File: config.mk
export PLATFORM = sky130hd
export DESIGN_NAME = tss_status_words
export DESIGN_NICKNAME = d
export VERILOG_FILES = /design/src/core/tss_pkg.sv /design/src/core/tss_status_words.sv /design/src/core/tss_restart.sv
export SDC_FILE = /design/constraint.sdc
export NUM_CORES = 1
export LEC_CHECK = 0
export BUFFER_PORTS_ARGS = -buffer_cell sky130_fd_sc_hd__buf_2
export CORE_MARGIN = 8
export CORE_UTILIZATION = 45
export CTS_CLUSTER_DIAMETER = 50
export CTS_CLUSTER_SIZE = 20
export DETAILED_ROUTE_END_ITERATION = 10
export MAX_ROUTING_LAYER = met4
export PLACE_DENSITY_LB_ADDON = 0.05
export SYNTH_ARGS = -nofsm -noshare
export SYNTH_HDL_FRONTEND = slang
export SYNTH_SLANG_ARGS = --single-unit
File: constraint.sdc
create_clock -name sys_clk_i -period 11.7 [get_ports sys_clk_i]
set_input_delay 2.34 -clock sys_clk_i [delete_from_list [all_inputs] [get_ports sys_clk_i]]
set_output_delay 2.34 -clock sys_clk_i [all_outputs]
set_load 0.005 [all_outputs]
File: src/core/tss_pkg.sv
// package: register map, fields and timing constants of the trace and system status words
package tss_pkg;
	// register indices: one word per index, byte address = 4*index
	localparam logic [9:0] TRACE_CTRL_IDX  = 10'h1fc;
	localparam logic [9:0] SLV_REFRESH_IDX = 10'h1fd;
	localparam logic [9:0] START_TS_IDX    = 10'h1fe;
	localparam logic [9:0] LOSS_TS_IDX     = 10'h200;
	localparam logic [9:0] LOSS_CNT_IDX    = 10'h202;
	localparam logic [9:0] ON_HOURS_IDX    = 10'h20b;
	localparam logic [9:0] RESTART_IDX     = 10'h20e;
	localparam logic [9:0] TRACE_CFG_IDX   = 10'h210;
	localparam logic [9:0] SLV_ERR_IDX     = 10'h211;

	// trace control/status bit positions
	localparam int TRC_DONE_BIT   = 12;
	localparam int TRC_BUSY_BIT   = 13;
	localparam int TRC_TRIG_BIT   = 14;
	localparam int TRC_SAMPLE_BIT = 15;
	localparam int TRC_TMON_BIT   = 11;
	// trace config layout
	localparam int CFG_MODE_LSB   = 0;
	localparam int CFG_IVAL_LSB   = 8;
	localparam int CFG_DELAY_LSB  = 16;
	// restart bits and slave refresh bit
	localparam int RST_SER_BIT    = 0;
	localparam int RST_PER_BIT    = 1;
	localparam int RST_M1_BIT     = 14;
	localparam int RST_M0_BIT     = 15;
	localparam int SLV_REFR_BIT   = 0;

	// reset values
	localparam logic [15:0] TRACE_CTRL_RST = 16'h0000;
	localparam logic [31:0] TRACE_CFG_RST  = 32'h0000_0100;
	localparam logic [15:0] RESTART_RST    = 16'h0000;

	// timing
	localparam int CLK_HZ        = 100_000_000;
	localparam int IVAL_UNIT_MS  = 10;
	localparam int IVAL_MIN_MS   = 10;
	localparam int IVAL_MAX_MS   = 2550;
	localparam int UNIT_CYC      = CLK_HZ / 1000 * IVAL_UNIT_MS;
	localparam int ON_UNIT_HOURS = 10;
	localparam longint ON_UNIT_CYC = 64'(CLK_HZ) * 3600 * ON_UNIT_HOURS;

	typedef enum logic [1:0] {
		SMP_PERIODIC = 2'b00,
		SMP_INSTR    = 2'b01,
		SMP_CYCLE    = 2'b10
	} tss_mode_t;

	typedef enum logic [1:0] {
		TRC_IDLE = 2'b00,
		TRC_RUN  = 2'b01,
		TRC_POST = 2'b10
	} tss_state_t;

	// bcd time carried from the real-time clock
	typedef struct packed {
		logic [7:0] day;
		logic [7:0] hour;
		logic [7:0] minute;
		logic [7:0] second;
	} tss_time_t;

	// register bus request
	typedef struct packed {
		logic [9:0]  addr;
		logic [31:0] wdata;
		logic        wr;
		logic        rd;
	} tss_bus_t;
endpackage

File: src/core/tss_status_words.sv
// module: trace control and system status words behind a simple register port
//
// Behaviour
// - done flag sets at trace end, clears on start
// - busy sets on sampling start, clears when done
// - trigger bit rise fixes trigger; signed delay window
// - sampling start rise begins storing by mode
// - periodic mode samples every programmed 10-2550 ms
// - instruction mode samples per trace sample instruction
// - cycle mode samples at every cycle end
// - refresh bit updates stored slave error unit
// - power-on captures current time into start-up words
// - seconds,minutes in the low half, hours,day in the high half of one word
// - power loss captures time; kept over start-up
// - loss counter kept, cleared on corruption, writable zero
// - on-time counts 10-hour units, writable zero
// - serial restart bit self-clears after restart completes
// - peripheral restart bit rise restarts peripheral port
// - master restart bits restart units, self-clear
`timescale 1ns/100ps
module tss_status_words #(
	parameter int     DEPTH      = 64,
	parameter longint ON_UNIT    = tss_pkg::ON_UNIT_CYC,
	parameter int     IVAL_UNIT  = tss_pkg::UNIT_CYC
) (
	// clock and reset
	input  wire logic              sys_clk_i,
	input  wire logic              rstn_i,
	// register port
	input  wire tss_pkg::tss_bus_t bus_i,
	output logic [31:0]            rdata_o,
	// cpu events
	input  wire logic              power_on_i,
	input  wire logic              power_loss_i,
	input  wire logic              mem_corrupt_i,
	input  wire logic              cycle_end_i,
	input  wire logic              trace_sample_instruction_i,
	input  wire tss_pkg::tss_time_t now_i,
	input  wire logic [15:0]       slv_err_unit_i,
	// trace sampling
	output logic                   sample_o,
	output logic [15:0]            sample_idx_o,
	output logic                   trig_o,
	// port restarts
	output logic                   ser_restart_o,
	output logic                   per_restart_o,
	output logic                   m1_restart_o,
	output logic                   m0_restart_o,
	input  wire logic              ser_done_i,
	input  wire logic              m1_done_i,
	input  wire logic              m0_done_i
);
	tss_pkg::tss_state_t st_ff, nxt_st;
	logic [15:0] ctrl_ff;
	logic [31:0] cfg_ff;
	logic [15:0] slv_ff;
	logic [31:0] start_ts_ff;
	logic [31:0] loss_ts_ff;
	logic [15:0] loss_cnt_ff;
	logic [15:0] on_hrs_ff;
	logic [63:0] on_tick_ff;
	logic [31:0] ival_ff;
	logic [15:0] cnt_ff;
	logic [15:0] post_ff;
	logic [31:0] rdata_ff;
	logic        done_ff;
	logic        tmon_ff;

	logic wr_ctrl, wr_cfg, wr_slv, wr_cnt, wr_hrs, wr_rst;
	logic smp_rise, trg_rise, smp_tick, ival_hit, full, post_end;
	logic [15:0] wd16;
	logic [15:0] delay;
	logic [7:0]  ival_n;
	tss_pkg::tss_mode_t mode;

	function automatic logic hit(input logic [9:0] a, input logic [9:0] idx);
		return bus_i.wr && (a == idx);
	endfunction

	// a value is valid bcd only when both nibbles stay below ten
	function automatic logic [7:0] bcd_ok(input logic [7:0] v);
		return (v[7:4] < 4'ha && v[3:0] < 4'ha) ? v : 8'h00;
	endfunction

	function automatic logic [31:0] pack_ts(input tss_pkg::tss_time_t t);
		return {bcd_ok(t.day), bcd_ok(t.hour), bcd_ok(t.minute), bcd_ok(t.second)};
	endfunction

	assign wd16    = bus_i.wdata[15:0];
	assign wr_ctrl = hit(bus_i.addr, tss_pkg::TRACE_CTRL_IDX);
	assign wr_cfg  = hit(bus_i.addr, tss_pkg::TRACE_CFG_IDX);
	assign wr_slv  = hit(bus_i.addr, tss_pkg::SLV_REFRESH_IDX);
	assign wr_cnt  = hit(bus_i.addr, tss_pkg::LOSS_CNT_IDX);
	assign wr_hrs  = hit(bus_i.addr, tss_pkg::ON_HOURS_IDX);
	assign wr_rst  = hit(bus_i.addr, tss_pkg::RESTART_IDX);

	assign mode   = tss_pkg::tss_mode_t'(cfg_ff[tss_pkg::CFG_MODE_LSB +: 2]);
	assign ival_n = cfg_ff[tss_pkg::CFG_IVAL_LSB +: 8];
	assign delay  = cfg_ff[tss_pkg::CFG_DELAY_LSB +: 16];

	assign smp_rise = wr_ctrl & wd16[tss_pkg::TRC_SAMPLE_BIT]
		& ~ctrl_ff[tss_pkg::TRC_SAMPLE_BIT];
	assign trg_rise = wr_ctrl & wd16[tss_pkg::TRC_TRIG_BIT]
		& ~ctrl_ff[tss_pkg::TRC_TRIG_BIT] & (st_ff == tss_pkg::TRC_RUN);

	// interval count of 10 ms units, zero treated as the shortest interval
	assign ival_hit = (ival_ff >= (32'(ival_n == 8'h00 ? 8'h01 : ival_n) * 32'(IVAL_UNIT)) - 32'd1);
	assign smp_tick = (st_ff != tss_pkg::TRC_IDLE) && (
		(mode == tss_pkg::SMP_PERIODIC && ival_hit) ||
		(mode == tss_pkg::SMP_INSTR && trace_sample_instruction_i) ||
		(mode == tss_pkg::SMP_CYCLE && cycle_end_i));
	assign full     = (cnt_ff == 16'(DEPTH - 1)) && smp_tick;
	assign post_end = (st_ff == tss_pkg::TRC_POST) && smp_tick && (post_ff == 16'h0000);

	always_comb begin
		nxt_st = st_ff;
		case (st_ff)
			tss_pkg::TRC_IDLE: begin
				if (smp_rise) nxt_st = tss_pkg::TRC_RUN;
			end
			tss_pkg::TRC_RUN: begin
				if (trg_rise) nxt_st = tss_pkg::TRC_POST;
				else if (full && !tmon_ff) nxt_st = tss_pkg::TRC_RUN;
			end
			tss_pkg::TRC_POST: begin
				if (post_end || full) nxt_st = tss_pkg::TRC_IDLE;
			end
			default: nxt_st = tss_pkg::TRC_IDLE;
		endcase
	end

	always_ff @(posedge sys_clk_i or negedge rstn_i) begin
		if (!rstn_i) begin
			st_ff   <= tss_pkg::TRC_IDLE;
			ctrl_ff <= tss_pkg::TRACE_CTRL_RST;
			cfg_ff  <= tss_pkg::TRACE_CFG_RST;
			done_ff <= 1'b0;
			tmon_ff <= 1'b0;
			ival_ff <= 32'h0000_0000;
			cnt_ff  <= 16'h0000;
			post_ff <= 16'h0000;
		end else begin
			st_ff <= nxt_st;
			if (wr_ctrl) begin
				ctrl_ff[tss_pkg::TRC_SAMPLE_BIT] <= wd16[tss_pkg::TRC_SAMPLE_BIT];
				ctrl_ff[tss_pkg::TRC_TRIG_BIT]   <= wd16[tss_pkg::TRC_TRIG_BIT];
			end
			if (wr_cfg) cfg_ff <= bus_i.wdata;
			if (st_ff == tss_pkg::TRC_POST && nxt_st == tss_pkg::TRC_IDLE) begin
				done_ff <= 1'b1;
			end else if (smp_rise) begin
				done_ff <= 1'b0;
			end
			if (trg_rise) begin
				tmon_ff <= 1'b1;
				// positive delay keeps samples after trigger, negative ends at the first sample after it
				post_ff <= delay[15] ? 16'h0000 : delay;
			end else if (smp_rise) begin
				tmon_ff <= 1'b0;
			end else if (st_ff == tss_pkg::TRC_POST && smp_tick && post_ff != 16'h0000) begin
				post_ff <= post_ff - 16'h0001;
			end
			if (smp_rise) begin
				cnt_ff  <= 16'h0000;
				ival_ff <= 32'h0000_0000;
			end else if (smp_tick) begin
				cnt_ff  <= (cnt_ff == 16'(DEPTH - 1)) ? 16'h0000 : cnt_ff + 16'h0001;
				ival_ff <= 32'h0000_0000;
			end else if (st_ff != tss_pkg::TRC_IDLE) begin
				ival_ff <= ival_ff + 32'h0000_0001;
			end
		end
	end

	assign sample_o     = smp_tick;
	assign sample_idx_o = cnt_ff;
	assign trig_o       = trg_rise;

	// power-related words have no reset: they are meant to survive start-up
	always_ff @(posedge sys_clk_i) begin
		if (power_on_i) begin
			start_ts_ff <= pack_ts(now_i);
		end
		if (power_loss_i) begin
			loss_ts_ff <= pack_ts(now_i);
		end
		if (mem_corrupt_i) begin
			loss_cnt_ff <= 16'h0000;
		end else if (power_loss_i) begin
			loss_cnt_ff <= loss_cnt_ff + 16'h0001;
		end else if (wr_cnt) begin
			loss_cnt_ff <= wd16;
		end
		if (on_tick_ff >= ON_UNIT - 64'd1) begin
			on_tick_ff <= 64'd0;
			on_hrs_ff  <= on_hrs_ff + 16'h0001;
		end else begin
			on_tick_ff <= on_tick_ff + 64'd1;
			if (wr_hrs) on_hrs_ff <= wd16;
		end
		if (power_on_i) on_tick_ff <= 64'd0;
	end

	always_ff @(posedge sys_clk_i or negedge rstn_i) begin
		if (!rstn_i) begin
			slv_ff <= 16'h0000;
		end else if (wr_slv && bus_i.wdata[tss_pkg::SLV_REFR_BIT]) begin
			slv_ff <= slv_err_unit_i;
		end
	end

	logic ser_b, per_b, m1_b, m0_b;

	tss_restart #(.AUTO_CLEAR(1'b1)) u_ser (
		.sys_clk_i (sys_clk_i),
		.rstn_i    (rstn_i),
		.set_i     (wr_rst & wd16[tss_pkg::RST_SER_BIT]),
		.clr_i     (1'b0),
		.done_i    (ser_done_i),
		.bit_o     (ser_b),
		.pulse_o   (ser_restart_o)
	);
	// the peripheral bit has no completion report, so software clears it
	tss_restart #(.AUTO_CLEAR(1'b0)) u_per (
		.sys_clk_i (sys_clk_i),
		.rstn_i    (rstn_i),
		.set_i     (wr_rst & wd16[tss_pkg::RST_PER_BIT]),
		.clr_i     (wr_rst & ~wd16[tss_pkg::RST_PER_BIT]),
		.done_i    (1'b0),
		.bit_o     (per_b),
		.pulse_o   (per_restart_o)
	);
	tss_restart #(.AUTO_CLEAR(1'b1)) u_m1 (
		.sys_clk_i (sys_clk_i),
		.rstn_i    (rstn_i),
		.set_i     (wr_rst & wd16[tss_pkg::RST_M1_BIT]),
		.clr_i     (1'b0),
		.done_i    (m1_done_i),
		.bit_o     (m1_b),
		.pulse_o   (m1_restart_o)
	);
	tss_restart #(.AUTO_CLEAR(1'b1)) u_m0 (
		.sys_clk_i (sys_clk_i),
		.rstn_i    (rstn_i),
		.set_i     (wr_rst & wd16[tss_pkg::RST_M0_BIT]),
		.clr_i     (1'b0),
		.done_i    (m0_done_i),
		.bit_o     (m0_b),
		.pulse_o   (m0_restart_o)
	);

	logic [15:0] ctrl_rd, rst_rd;
	logic [31:0] rmux;
	assign ctrl_rd = {ctrl_ff[15:14], st_ff != tss_pkg::TRC_IDLE, done_ff,
		tmon_ff, 11'h000};
	assign rst_rd  = {m0_b, m1_b, 12'h000, per_b, ser_b};

	always_comb begin
		case (bus_i.addr)
			tss_pkg::TRACE_CTRL_IDX:  rmux = {16'h0000, ctrl_rd};
			tss_pkg::TRACE_CFG_IDX:   rmux = cfg_ff;
			tss_pkg::SLV_REFRESH_IDX: rmux = 32'h0000_0000;
			tss_pkg::SLV_ERR_IDX:     rmux = {16'h0000, slv_ff};
			tss_pkg::START_TS_IDX:    rmux = start_ts_ff;
			tss_pkg::LOSS_TS_IDX:     rmux = loss_ts_ff;
			tss_pkg::LOSS_CNT_IDX:    rmux = {16'h0000, loss_cnt_ff};
			tss_pkg::ON_HOURS_IDX:    rmux = {16'h0000, on_hrs_ff};
			tss_pkg::RESTART_IDX:     rmux = {16'h0000, rst_rd};
			default:                  rmux = 32'h0000_0000;
		endcase
	end

	always_ff @(posedge sys_clk_i or negedge rstn_i) begin
		if (!rstn_i) begin
			rdata_ff <= 32'h0000_0000;
		end else begin
			rdata_ff <= bus_i.rd ? rmux : 32'h0000_0000;
		end
	end
	assign rdata_o = rdata_ff;
endmodule

File: src/core/tss_restart.sv
// module: one self-clearing restart request bit with handshake to the unit
`timescale 1ns/100ps
module tss_restart #(
	parameter bit AUTO_CLEAR = 1'b1
) (
	// clock and reset
	input  wire logic sys_clk_i,
	input  wire logic rstn_i,
	// software side
	input  wire logic set_i,
	input  wire logic clr_i,
	// unit side
	input  wire logic done_i,
	output logic      bit_o,
	output logic      pulse_o
);
	logic bit_ff;
	logic nxt_bit;
	logic rise;

	// a restart fires once on the rising edge of the bit
	assign rise    = set_i & ~bit_ff;
	assign nxt_bit = set_i ? 1'b1 : ((AUTO_CLEAR && done_i) || clr_i) ? 1'b0 : bit_ff;
	assign bit_o   = bit_ff;
	assign pulse_o = rise;

	always_ff @(posedge sys_clk_i or negedge rstn_i) begin
		if (!rstn_i) begin
			bit_ff <= 1'b0;
		end else begin
			bit_ff <= nxt_bit;
		end
	end
endmodule

Word level (Yosys, flattened, before mapping)
Cells that the tools add are included.
{ "word_totals": {"ff_bits": 314, "inputBits": 102, "output_inout_bits": 54, "wordCells": 155} }
{ "classes": {"n_addsub": 7, "mul": 1, "n_lt_le_gt_ge": 10, "n_eq_ne": 15, "muxes": 37, "bitwise": 21, "n_reduce_logical": 45} }
{ "op_table": {"columns": ["operator", "n"], "rows": [
  ["$pmux 32 s8", 1],
  ["$mux 16", 10],
  ["$mux 32", 4],
  ["$add 64x1->64 const B", 1],
  ["$ge 64x42->1 const B", 1],
  ["$eq 10x10->1 const B", 6],
  ["$add 16x1->16 const B", 3],
  ["$mux 8", 5],
  ["$add 32x1->32 const B", 1],
  ["$ge 32x32->1", 1],
  ["$lt 4x4->1 const B", 8],
  ["$eq 10x9->1 const B", 3],
  ["$sub 28x1->29 const B", 1],
  ["$mul 8x14->22 const B", 1],
  ["$reduce_bool 2->1", 11],
  ["$logic_and 1x1->1", 21],
  ["$eq 16x6->1 const B", 1],
  ["$logic_not 16->1", 1],
  ["$reduce_bool 16->1", 1],
  ["$sub 16x1->16 const B", 1],
  ["$mux 15", 1],
  ["$and 1x1->1", 14],
  ["$mux 1", 11],
  ["$logic_not 8->1", 1],
  ["other kinds (12)", 27]
]} }

Logic depth before layout (Yosys ltp)
Gate-level depths: netlist of run 1.
{ "logic_depth": {"depth_word": 17, "mapped_depth": 34, "ltp_nobuf": 31} }

By module
A second synthesis of run 1 with hierarchy kept.
{ "hier_totals": {"hier_cells": 1608, "area_unflattened_um2": 16407.0} }
{ "modules_own_cells": {"columns": ["mod", "n_inst", "cells_each", "area_each_um2", "seq_area_each_um2"], "rows": [
  ["tss_status_words", 1, 1592, 16236.8, 7758.7],
  ["tss_restart", 4, 4, 42.5, 25.0]
]} }

Worst setup path after synthesis of run 1
No wires, ideal clock.
{ "synth_timing": {"path_kind": "flip-flop to output port", "startpoint": "register cfg_ff[14]", "endpoint": "output port sample_o", "arrival_time_ns": 6.568, "required_time_ns": 9.360, "setup_slack_ns": 2.792, "path_stages_with_launch": 34, "path_buffers": 3, "cell_sequence": "dfrtp_1 -> inv_1 -> ha_1 -> nand4_1 -> nand2_1 -> nor2_1 -> a21oi_1 -> inv_1 -> ha_1 -> ha_1 -> fa_1 -> inv_1 -> fa_1 -> inv_1 -> ha_1 -> clkbuf_1 -> a21oi_1 -> o21ai_0 -> a21oi_1 -> o21ai_0 -> a21oi_1 -> xnor2_1 -> nor4_1 -> xor2_1 -> ha_1 -> a2111oi_0 -> o21ai_1 -> o21ai_0 -> o21a_1 -> or2_2 -> clkbuf_1 -> and2_1 -> clkbuf_1 -> nor2_1"} }
{ "synth_via": {"elab_chain_len": 9} }
{ "synth_rtl": {"columns": ["element", "line", "text"], "rows": [
  ["start: declaration", "tss_status_words.sv:55", "logic [31:0] cfg_ff;"],
  ["start signal: assignment", "tss_status_words.sv:136", "cfg_ff <= tss_pkg::TRACE_CFG_RST;"],
  ["start signal: assignment", "tss_status_words.sv:148", "if (wr_cfg) cfg_ff <= bus_i.wdata;"],
  ["$logic_not 8->1", "tss_status_words.sv:107", "assign ival_hit = (ival_ff >= (32'(ival_n == 8'h00 ? 8'h01 : ival_n) * 32'(IVAL_UNIT)) - 32'd1);"],
  ["$mux 8 (*)", "tss_status_words.sv:107", null],
  ["$mul 8x14->22 (*)", "tss_status_words.sv:107", null],
  ["$sub 28x1->29 (*)", "tss_status_words.sv:107", null],
  ["$ge 32x32->1 (*)", "tss_status_words.sv:107", null],
  ["$logic_and 1x1->1 (*)", "tss_status_words.sv:109", "(mode == tss_pkg::SMP_PERIODIC && ival_hit) ||"],
  ["$logic_or 1x1->1 (*)", "tss_status_words.sv:109", null],
  ["$logic_or 1x1->1 (*)", "tss_status_words.sv:110", "(mode == tss_pkg::SMP_INSTR && trace_sample_instruction_i) ||"],
  ["$logic_and 1x1->1 (*)", "tss_status_words.sv:108", "assign smp_tick = (st_ff != tss_pkg::TRC_IDLE) && ("],
  ["end: declaration", "tss_status_words.sv:41", "output logic sample_o,"]
]} }
Mark *: on every way between the ends. The rest lies on a longest branch, timed or not.

Worst setup path after layout of run 1
Same ends and word-level chain as after synthesis.

==> results.md, run 1 <==
- Result of the run: complete, no violations
- Avg WL per Cell: 19.28 µm
- Post-route DRC violation count: 0
- Number of sinks on the clock net: 314
- DP Worst Slack: 1.869 ns
- Hold_buf cts: 0
- Synth top area share: 22.83%
- Max-capacitance violation count: 0
- Crit path max fanout: 17
- DR vias: 12.77k
- Slew at the pin closest to its max-slew limit: 1.120 ns
- Async set-reset flop share out of synthesis: 49.04%
- Clock insertion delay at the later pin of the skew report: 0.55 ns
- Count of flip-flops with a built-in enable after synthesis: 80
- Cell taking the most area after synthesis: sky130_fd_sc_hd__dfrtp_1
- Pre-Repair DR Iteration Count: 7
- Final min period: 10.40 ns
- Non-filler cells, final: 2,298
- Most frequent cell on the critical path: sky130_fd_sc_hd__ha_1
- GRT Resource Usage Total: 20.73%
- Placed cell count: 2,226
- Maximum number of pins on one net before global-route repair: 88
- Final Cycle Share: 88.90%
- Core outline area: 36,700 µm²
- Setup Skew: 0.01161 ns
- Netlist area before placement: 16,770 µm²
- Via count of the first global-routing pass: 12.96k
- Sum of net half-perimeters after detailed placement: 31.53 mm
- Library cell contributing the largest single delay on the critical path: sky130_fd_sc_hd__o21ai_1
- Sum of routed wire length over all layers: 44.30 mm
- Kind of critical path: reg -> out
- Floorplan row count: 70
- Per-cell via count in the routed design: 5.557
- Area contributors post-synth: sky130_fd_sc_hd__dfrtp_1, sky130_fd_sc_hd__edfxtp_1, sky130_fd_sc_hd__dfxtp_1, sky130_fd_sc_hd__ha_1, sky130_fd_sc_hd__mux2_2
- Port buffer count: 155
- Cell count after synthesis: 1,637
- Final hold vios: 0
- Buffer levels on the longest clock path: 3
- Number of CTS-inserted buffers: 39
- Pwr Total: 2.585 mW
- Root Buffer Master: sky130_fd_sc_hd__clkbuf_16
- Sequential area share after synthesis: 46.85%
- Number of nets with antenna violations after detailed routing: 0
- Total global routing overflow: 0
- Leakage power total: 8.398 nW
- Height of the chip: 209.1 µm
- Antenna violations before repair: 0
- Number of diodes added for antenna fixing: 0
- CP endpoint kind: primary output
- Number of gates resized after cts: 0
- Finished Core Util: 52.77%
- Final Cell Area: 19,360 µm²
- Most frequent cell after synthesis: sky130_fd_sc_hd__nor2_1
- Violation count after the first detailed-routing iteration: 921
- Count of pins on the block boundary: 156
- Setup-violating endpoint count in the final report: 0
- RSZ-0062 raised after global routing: no
- Layout cells sized above 1: 17.38%
- Average cell area after synthesis: 10.25 µm²
- Depth of the CTS H-tree: 2
- Data arrival time of the worst path: 8.06 ns
- Synth unique cells: 75
- Post-CTS Setup Repair Bufs: 0
- Area growth from synthesis to layout: 15.45%
- Top FF cell, synth: sky130_fd_sc_hd__dfrtp_1
- Minimum setup slack in the final design: 1.299 ns
- Number of warnings printed during yosys synthesis: 0
- Launching element type of the critical path: flip-flop
- NumNets Final: 1,999
- Setup total negative slack: 0 ns
- Sum of buffers and inverters on the critical path: 5
- Part of the power in registers: 46.7%
- Worst vdd ir: 96.54 µV
- Post-synth top cells: sky130_fd_sc_hd__nor2_1, sky130_fd_sc_hd__dfrtp_1, sky130_fd_sc_hd__nand2_1
- Cell family with the largest share of critical-path delay: adder cells
- Hold crit path type: reg -> reg
- CTS tree: built
- Die boundary width: 209.1 µm
- Slew headroom: 24.83%
- Max-slew violation count: 0
- Comb power frac: 6.4%
- Fmax: 0.09614 GHz
- Gp weighted congestion: 0.8703
- Proportion of total power due to net switching: 24.47%
- Sw power: 632.4 µW
- Dpl cell area: 18,070 µm²
- PwrDens: 133.5 nW/µm²
- Wire length of the first global-routing pass: 71.35 mm
- Slowest Stage Delay on Critical Path: 0.89 ns
- Final hold slack: 0.4537 ns
- Initial cell density of the core: 45.71%
- Total die area: 43,710 µm²
- #FFs+latches synth: 314
- Cell-internal power: 1.952 mW
- Data required time of the worst path: 9.36 ns
- Relative contribution of the clock network to total power: 46.8%
- CTS clk-pin slew, worst paths: 0.06 ns
sequential cells by signal, indices dropped and copies added (netlist names):
name,flops
on_hrs_ff,16
done_ff,1
slv_ff,16
loss_cnt_ff,16
ctrl_ff,2
tmon_ff,1
st_ff,2
u_ser.bit_o,1
on_tick_ff,64
cfg_ff,32
post_ff,16
ival_ff,32
loss_ts_ff,32
u_m0.bit_o,1
u_per.bit_o,1
sample_idx_o,16
start_ts_ff,32
rdata_o,32
u_m1.bit_o,1
final timing paths:
path	startpoint	endpoint	slack, ns	cells after the start
min	on_tick_ff[0]	on_tick_ff[0]	0.45	1
max reg2reg	cfg_ff[14]	post_ff[13]	3.92	29
max	cfg_ff[14]	sample_o	1.30	28
min in group asynchronous	rstn_i	sample_idx_o[9]	1.89	1
max in group asynchronous	rstn_i	slv_ff[13]	8.32	2
min reg2reg	on_tick_ff[0]	on_tick_ff[0]	0.45	1
worst reg2reg max path, delay by kind of cell, from the launching register on:
| family | cells | cell delay [ns] |
|---|---|---|
| AND/OR/NAND/NOR | 6 | 1.07 |
| buffers and inverters | 4 | 0.41 |
| adder cells (fa/ha/maj) | 7 | 2.63 |
| flip-flops | 1 | 0.48 |
| AO/OA/AOI/OAI | 10 | 2.67 |
| XOR/XNOR | 2 | 0.38 |
power groups by stage:
| stage | combinational [mW] | clock [mW] | sequential, mW |
|---|---|---|---|
| after floorplan | 0.101 | 0 | 1.22 |
| after global placement | 0.164 | 0 | 1.23 |
| after detailed placement | 0.167 | 0 | 1.23 |
| after CTS | 0.169 | 1.25 | 1.21 |
| after global routing | 0.188 | 1.29 | 1.21 |
| final | 0.167 | 1.21 | 1.21 |
layout by cell type, fill, tap and decap left out, drive strengths merged, types with 63 or more instances in the layout:
cell | Yosys | final
a21oi | 68 | 68
mux2 | 89 | 89
inv | 60 | 66
ha | 83 | 83
dfxtp | 80 | 80
nor2 | 173 | 173
xor2 | 64 | 64
o21ai | 75 | 75
dfrtp | 153 | 153
xnor2 | 63 | 63
edfxtp | 80 | 80
nand2 | 110 | 110
buf | 17 | 168
layout make-up:
| class | count | area, µm² |
|---|---|---|
| Fill cell | 3320 | 17330 |
| Inverter | 60 | 225.2 |
| Tap cell | 468 | 585.6 |
| Clock buffer | 50 | 1039 |
| Multi-Input combinational cell | 1216 | 8523 |
| Sequential cell | 314 | 7859 |
| Clock inverter | 22 | 254.0 |
| Timing Repair Buffer | 168 | 879.6 |
cell families (layout without fill, tap and decap cells):
kind of cell,after synthesis,in the layout,share of synthesized area (%)
fa+ha+maj,98,98,7.982
other cells,1,22,0.02236
flops,314,314,46.85
mux,93,93,6.214
xor+xnor,127,127,6.631
compound gates,289,289,11.34
simple gates,587,587,18.00
buf+inv,128,300,2.961
metal layers:
metal,track usage (%),wire (µm),vias to the layer above
li1,-,-,6271
met1,26.74,20080,6163
met2,33.82,21260,258
met3,2.903,1912,78
met4,6.027,1049,0
met5,-,0,-
No activity file was read; power rests on OpenSTA's default activity.
==> run 2, diff against run 1 <==
BUFFER_PORTS_ARGS = unset   (was -buffer_cell sky130_fd_sc_hd__buf_2)
CAP_MARGIN = 5   (was unset)
DONT_BUFFER_PORTS = 1   (was unset)
clock period = 9.7 ns   (was 11.7 ns; I/O delays follow)
==> results.md, run 2 (synthesis gave the netlist of run 1 again) <==
- Core outline area: 36,700 µm²
- Slew headroom: 34.32%
- PwrDens: 162.9 nW/µm²
- NumNets Final: 1,842
- Setup Skew: 0.02464 ns
- Cell family with the largest share of critical-path delay: adder cells
- Maximum number of pins on one net before global-route repair: 155
- DR vias: 12.18k
- Sw power: 726.7 µW
- Minimum setup slack in the final design: 0.4661 ns
- Initial cell density of the core: 45.71%
- Most frequent cells in the layout: sky130_fd_sc_hd__nor2_1, sky130_fd_sc_hd__dfrtp_1, sky130_fd_sc_hd__nand2_1
- Worst reg2reg setup slack: 2.25 ns
- Endpoint of the worst register-to-register path: sample_idx_o[5]
- Hold crit path type: reg -> reg
- Worst vdd ir: 114.2 µV
- Leading cell type in the layout, fill and taps excluded: sky130_fd_sc_hd__nor2_1
- Slowest Stage Delay on Critical Path: 0.52 ns
- GRT Resource Usage Total: 20.46%
- Number of CTS-inserted buffers: 37
- Depth of the CTS H-tree: 2
- Length in cells of the worst reg-to-reg path: 31
- Critical Path Stages: 30
- Data required time of the worst path: 7.76 ns
- Number of flip-flops under the largest register name: 64
- Cell-internal power: 2.301 mW
- Via count of the first global-routing pass: 12.15k
- Area growth from synthesis to layout: 10.81%
- Gp weighted congestion: 0.8852
- Kind of critical path: reg -> out
- Total die area: 43,710 µm²
- Wire length of the first global-routing pass: 69.63 mm
- Final min period: 9.234 ns
- Endpoint of the most critical setup path: sample_o
- Final hold vios: 0
- Max-slew violation count: 0
- Clock insertion delay at the later pin of the skew report: 0.56 ns
- Max-capacitance violation count: 0
- Most flop-heavy register: on_tick_ff
- Proportion of total power due to net switching: 24.00%
- Root Buffer Master: sky130_fd_sc_hd__clkbuf_16
- Hold_buf cts: 0
- Height of the chip: 209.1 µm
- Setup total negative slack: 0 ns
- Number of sinks on the clock net: 314
- Total global routing overflow: 0
- Number of nets with antenna violations after detailed routing: 0
- DP Worst Slack: 0.5974 ns
- Per-cell via count in the routed design: 5.684
- Part of the power in registers: 48.0%
- Worst setup startpoint: cfg_ff[14]
- Port buffer count: 0
- Comb power frac: 4.8%
- Layout cells sized above 1: 10.29%
- Result of the run: complete, no violations
- Slew at the pin closest to its max-slew limit: 0.9853 ns
- Buffer levels on the longest clock path: 3
- CP endpoint kind: primary output
- Final Cycle Share: 95.20%
- Setup-violating endpoint count in the final report: 0
- Post-route DRC violation count: 0
- CTS clk-pin slew, worst paths: 0.06 ns
- Sum of buffers and inverters on the critical path: 4
- CTS tree: built
- Launching element type of the critical path: flip-flop
- Fmax: 0.1083 GHz
- Data arrival time of the worst path: 7.29 ns
- Pre-Repair DR Iteration Count: 6
- Count of pins on the block boundary: 156
- Antenna violations before repair: 5
- Violation count after the first detailed-routing iteration: 793
- Fill cell instance count of the final layout: 3,339
- Most frequent cell on the critical path: sky130_fd_sc_hd__ha_1
- Origin of the critical flop-to-flop path: cfg_ff[14]
- Die boundary width: 209.1 µm
- Avg WL per Cell: 20.20 µm
- Crit path max fanout: 17
- Leakage power total: 7.716 nW
- Relative contribution of the clock network to total power: 47.1%
- Floorplan row count: 70
- Library cell contributing the largest single delay on the critical path: sky130_fd_sc_hd__fa_1
- Sum of routed wire length over all layers: 43.28 mm
- Sum of net half-perimeters after detailed placement: 30.90 mm
==> run 2: worst min-delay path by stage <==
| stage | depth (start not counted) | startpoint | slack, ns | endpoint |
|---|---|---|---|---|
| 2_1_floorplan | 1 | on_tick_ff[0] | 0.42 | on_tick_ff[0] |
| 3_3_place_gp | 1 | on_tick_ff[0] | 0.44 | on_tick_ff[0] |
| 3_5_place_dp | 1 | on_tick_ff[0] | 0.45 | on_tick_ff[0] |
| 4_1_cts | 1 | on_tick_ff[0] | 0.46 | on_tick_ff[0] |
| 5_1_grt | 1 | on_tick_ff[0] | 0.46 | on_tick_ff[0] |
| 6_report | 1 | on_tick_ff[0] | 0.45 | on_tick_ff[0] |
==> run 2: metal layers <==
layer	GRT usage [%]	share of wire (%)	vias to the layer above	wire (µm)
li1	-	-	5960	-
met1	25.57	44	5896	19030
met2	33.28	48	265	20900
met3	3.906	5.3	59	2300
met4	6.586	2.4	0	1052
met5	-	0	-	0
==> run 2: stage by stage <==
step                instance area [µm²]  total power, mW  utilization [%]  cells  hold slack, ns
floorplan                         16850            1.588                -   1658          0.4176
global placement                  17270            1.621            47.07   2069          0.4363
detailed placement                17270            1.624            47.07   2069          0.4466
CTS                               18540            3.068            50.53   2137          0.4574
global route                      18590            3.146            50.65   2143          0.4639
finish                            18590            3.028            50.65   2143          0.4533
==> run 2: worst reg2reg max path: cells and delay by family, from the launching register on <==
kind | cells | cell delay (ns)
DFF | 1 | 0.47
and+or+nand+nor | 6 | 1.09
buffers and inverters | 5 | 0.64
AOI/OAI and AO/OA | 12 | 2.33
xor gates and xnor gates | 1 | 0.19
adders and majority gates | 7 | 2.64
==> run 2: what timing repair did <==
action / 4_1_cts / 5_1_grt
pin swaps: 0 / 1
setup endpoints to repair: 1 / 1
cloned: 0 / 0
setup buffers: 0 / 2
endpoints found under the hold margin: 0 / 0
gates resized for setup: 2 / 8
==> run 2: power by group through the flow <==
stage               registers, mW  logic, mW  clock network, mW
floorplan                    1.47      0.122                  0
global placement             1.48      0.142                  0
detailed placement           1.48      0.143                  0
CTS                          1.45      0.146               1.47
global route                 1.46      0.168               1.52
finish                       1.45      0.146               1.43
==> run 2: cell type report <==
| cell class | instances | area (µm²) | share of cell area, % |
|---|---|---|---|
| sequential | 314 | 7861 | 42.30 |
| antenna | 4 | 10.01 | 0.05385 |
| clock inverter | 27 | 274.0 | 1.474 |
| clock buffer | 41 | 992.2 | 5.338 |
| timing repair buffer | 13 | 97.59 | 0.5251 |
| multi-input combinational | 1216 | 8541 | 45.95 |
| tap | 468 | 585.6 | 3.150 |
| inverter | 60 | 225.2 | 1.212 |
==> run 3, diff against run 2 <==
MAX_ROUTING_LAYER = unset   (was met4)
PLACE_DENSITY = 0.68   (was unset)
PLACE_DENSITY_LB_ADDON = unset   (was 0.05)
==> results.md, run 3 (synthesis gave the netlist of run 1 again) <==
- Result of the run: complete, no violations
- Buffer levels on the longest clock path: 3
- Leading cell type in the layout, fill and taps excluded: sky130_fd_sc_hd__nor2_1
- Slew at the pin closest to its max-slew limit: 1.112 ns
- Core outline area: 36,700 µm²
- Data arrival time of the worst path: 7.40 ns
- Slowest Stage Delay on Critical Path: 0.54 ns
- Final hold slack: 0.4487 ns
- CTS tree: built
- Sum of net half-perimeters after detailed placement: 31.62 mm
- GRT Resource Usage Total: 18.93%
- Floorplan row count: 70
- Fmax: 0.1071 GHz
- Cell depth of the worst min-delay path: 1
- Max-capacitance violation count: 0
- DR vias: 12.47k
- CP endpoint kind: primary output
- Number of CTS-inserted buffers: 30
- NumNets Final: 1,836
- Relative contribution of the clock network to total power: 42.7%
- Crit path max fanout: 17
- Area growth from synthesis to layout: 9.384%
- Library cell contributing the largest single delay on the critical path: sky130_fd_sc_hd__fa_1
- Launching element type of the critical path: flip-flop
- Most frequent cell on the critical path: sky130_fd_sc_hd__ha_1
- Worst vdd ir: 139.1 µV
- Sw power: 705.8 µW
- Most flop-heavy register: on_tick_ff
- Non-filler cells, final: 2,131
- Antenna violations before repair: 6
- Height of the chip: 209.1 µm
- Final Cycle Share: 96.24%
- Maximum number of pins on one net before global-route repair: 155
- Port buffer count: 0
- Violation count after the first detailed-routing iteration: 1,089
- Setup-violating endpoint count in the final report: 0
- Gp weighted congestion: 0.8843
- Wire length of the first global-routing pass: 67.07 mm
- Max-slew violation count: 0
- Origin of the critical flop-to-flop path: cfg_ff[14]
- Layout cells sized above 1: 10.00%
- Sum of routed wire length over all layers: 42.90 mm
- Setup total negative slack: 0 ns
- Pwr Total: 2.801 mW
- Pre-Repair DR Iteration Count: 10
- Fill cell instance count of the final layout: 3,291
- Die boundary width: 209.1 µm
- Post-route DRC violation count: 0
- Data required time of the worst path: 7.76 ns
- Number of flip-flops under the largest register name: 64
- Setup Skew: 0.01857 ns
- Final min period: 9.336 ns
- Part of the power in registers: 51.8%
- Length in cells of the worst reg-to-reg path: 30
- Depth of the CTS H-tree: 1
- Proportion of total power due to net switching: 25.19%
- Number of sinks on the clock net: 314
- CTS clk-pin slew, worst paths: 0.07 ns
- Most frequent cells in the layout: sky130_fd_sc_hd__nor2_1, sky130_fd_sc_hd__dfrtp_1, sky130_fd_sc_hd__nand2_1
- Worst setup startpoint: cfg_ff[14]
- Hold crit path type: reg -> reg
- Placed cell count: 2,066
- Total die area: 43,710 µm²
- Root Buffer Master: sky130_fd_sc_hd__clkbuf_16
- Hold Crit Start: on_tick_ff[0]
- Hold_buf cts: 0
- Initial cell density of the core: 45.71%
- Comb power frac: 5.4%
- Final hold vios: 0
- Count of pins on the block boundary: 156
- Leakage power total: 7.584 nW
- Avg WL per Cell: 20.13 µm
- Via count of the first global-routing pass: 12.08k
- Clock insertion delay at the later pin of the skew report: 0.59 ns
- Finished Core Util: 50.00%
- Per-cell via count in the routed design: 5.851
- Cell-internal power: 2.096 mW
- Number of nets with antenna violations after detailed routing: 0
- Slew headroom: 25.32%
- PwrDens: 152.7 nW/µm²
- Kind of critical path: reg -> out
- Total global routing overflow: 0
==> run 3: per-stage QoR <==
stage | instance area, µm² | worst slack [ns]
global placement | 17250 | 0.8346
detailed placement | 17250 | 0.6437
floorplan | 16850 | 1.192
finish | 18350 | 0.3644
global route | 18340 | -0.1117
CTS | 18260 | 0.05833
==> run 3: routing by layer <==
layer | GRT usage [%] | vias up | share of wire [%]
met5 | 0 | - | 0.13
met4 | 6.148 | 8 | 3.4
met3 | 5.073 | 86 | 7.3
met2 | 32.15 | 370 | 49
met1 | 23.14 | 6077 | 41
li1 | - | 5927 | -
==> run 3: power by group through the flow <==
stage | Clock, mW | Sequential, mW | Combinational [mW]
final | 1.20 | 1.45 | 0.152
after global routing | 1.27 | 1.46 | 0.173
after CTS | 1.22 | 1.45 | 0.145
after detailed placement | 0 | 1.48 | 0.144
after global placement | 0 | 1.48 | 0.140
after floorplan | 0 | 1.47 | 0.122
==> run 3: path summary, 6_finish.rpt <==
check,slack [ns],endpoint
worst max-delay path,0.36,sample_o
worst min-delay path,0.45,on_tick_ff[0]
worst max register to register,2.30,sample_idx_o[8]
worst min register to register,0.45,on_tick_ff[0]
max in group asynchronous,8.31,cfg_ff[8]
min in group asynchronous,1.05,sample_idx_o[14]
==> run 3: repair_timing <==
item,in CTS,in global routing
buffers inserted,0,6
pin swaps,0,4
endpoints found under the setup margin,1,1
gates resized for setup,1,13
==> run 3: worst max-delay path: cells and delay by family (launching register included) <==
family / cells / cell delay, ns
flops: 1 / 0.48
fa+ha+maj: 7 / 2.59
compound gates: 7 / 1.60
buf+inv: 5 / 0.56
simple gates: 9 / 1.56
==> run 3: final cells by class <==
class,instances,area (µm²),share of cell area [%]
Clock buffer,32,768.2,4.187
Timing Repair Buffer,14,105.1,0.5728
Multi-Input combinational cell,1216,8558,46.64
Tap cell,468,585.6,3.191
Sequential cell,314,7861,42.85
Inverter,60,225.2,1.227
Antenna cell,3,7.507,0.04092
Clock inverter,24,236.5,1.289
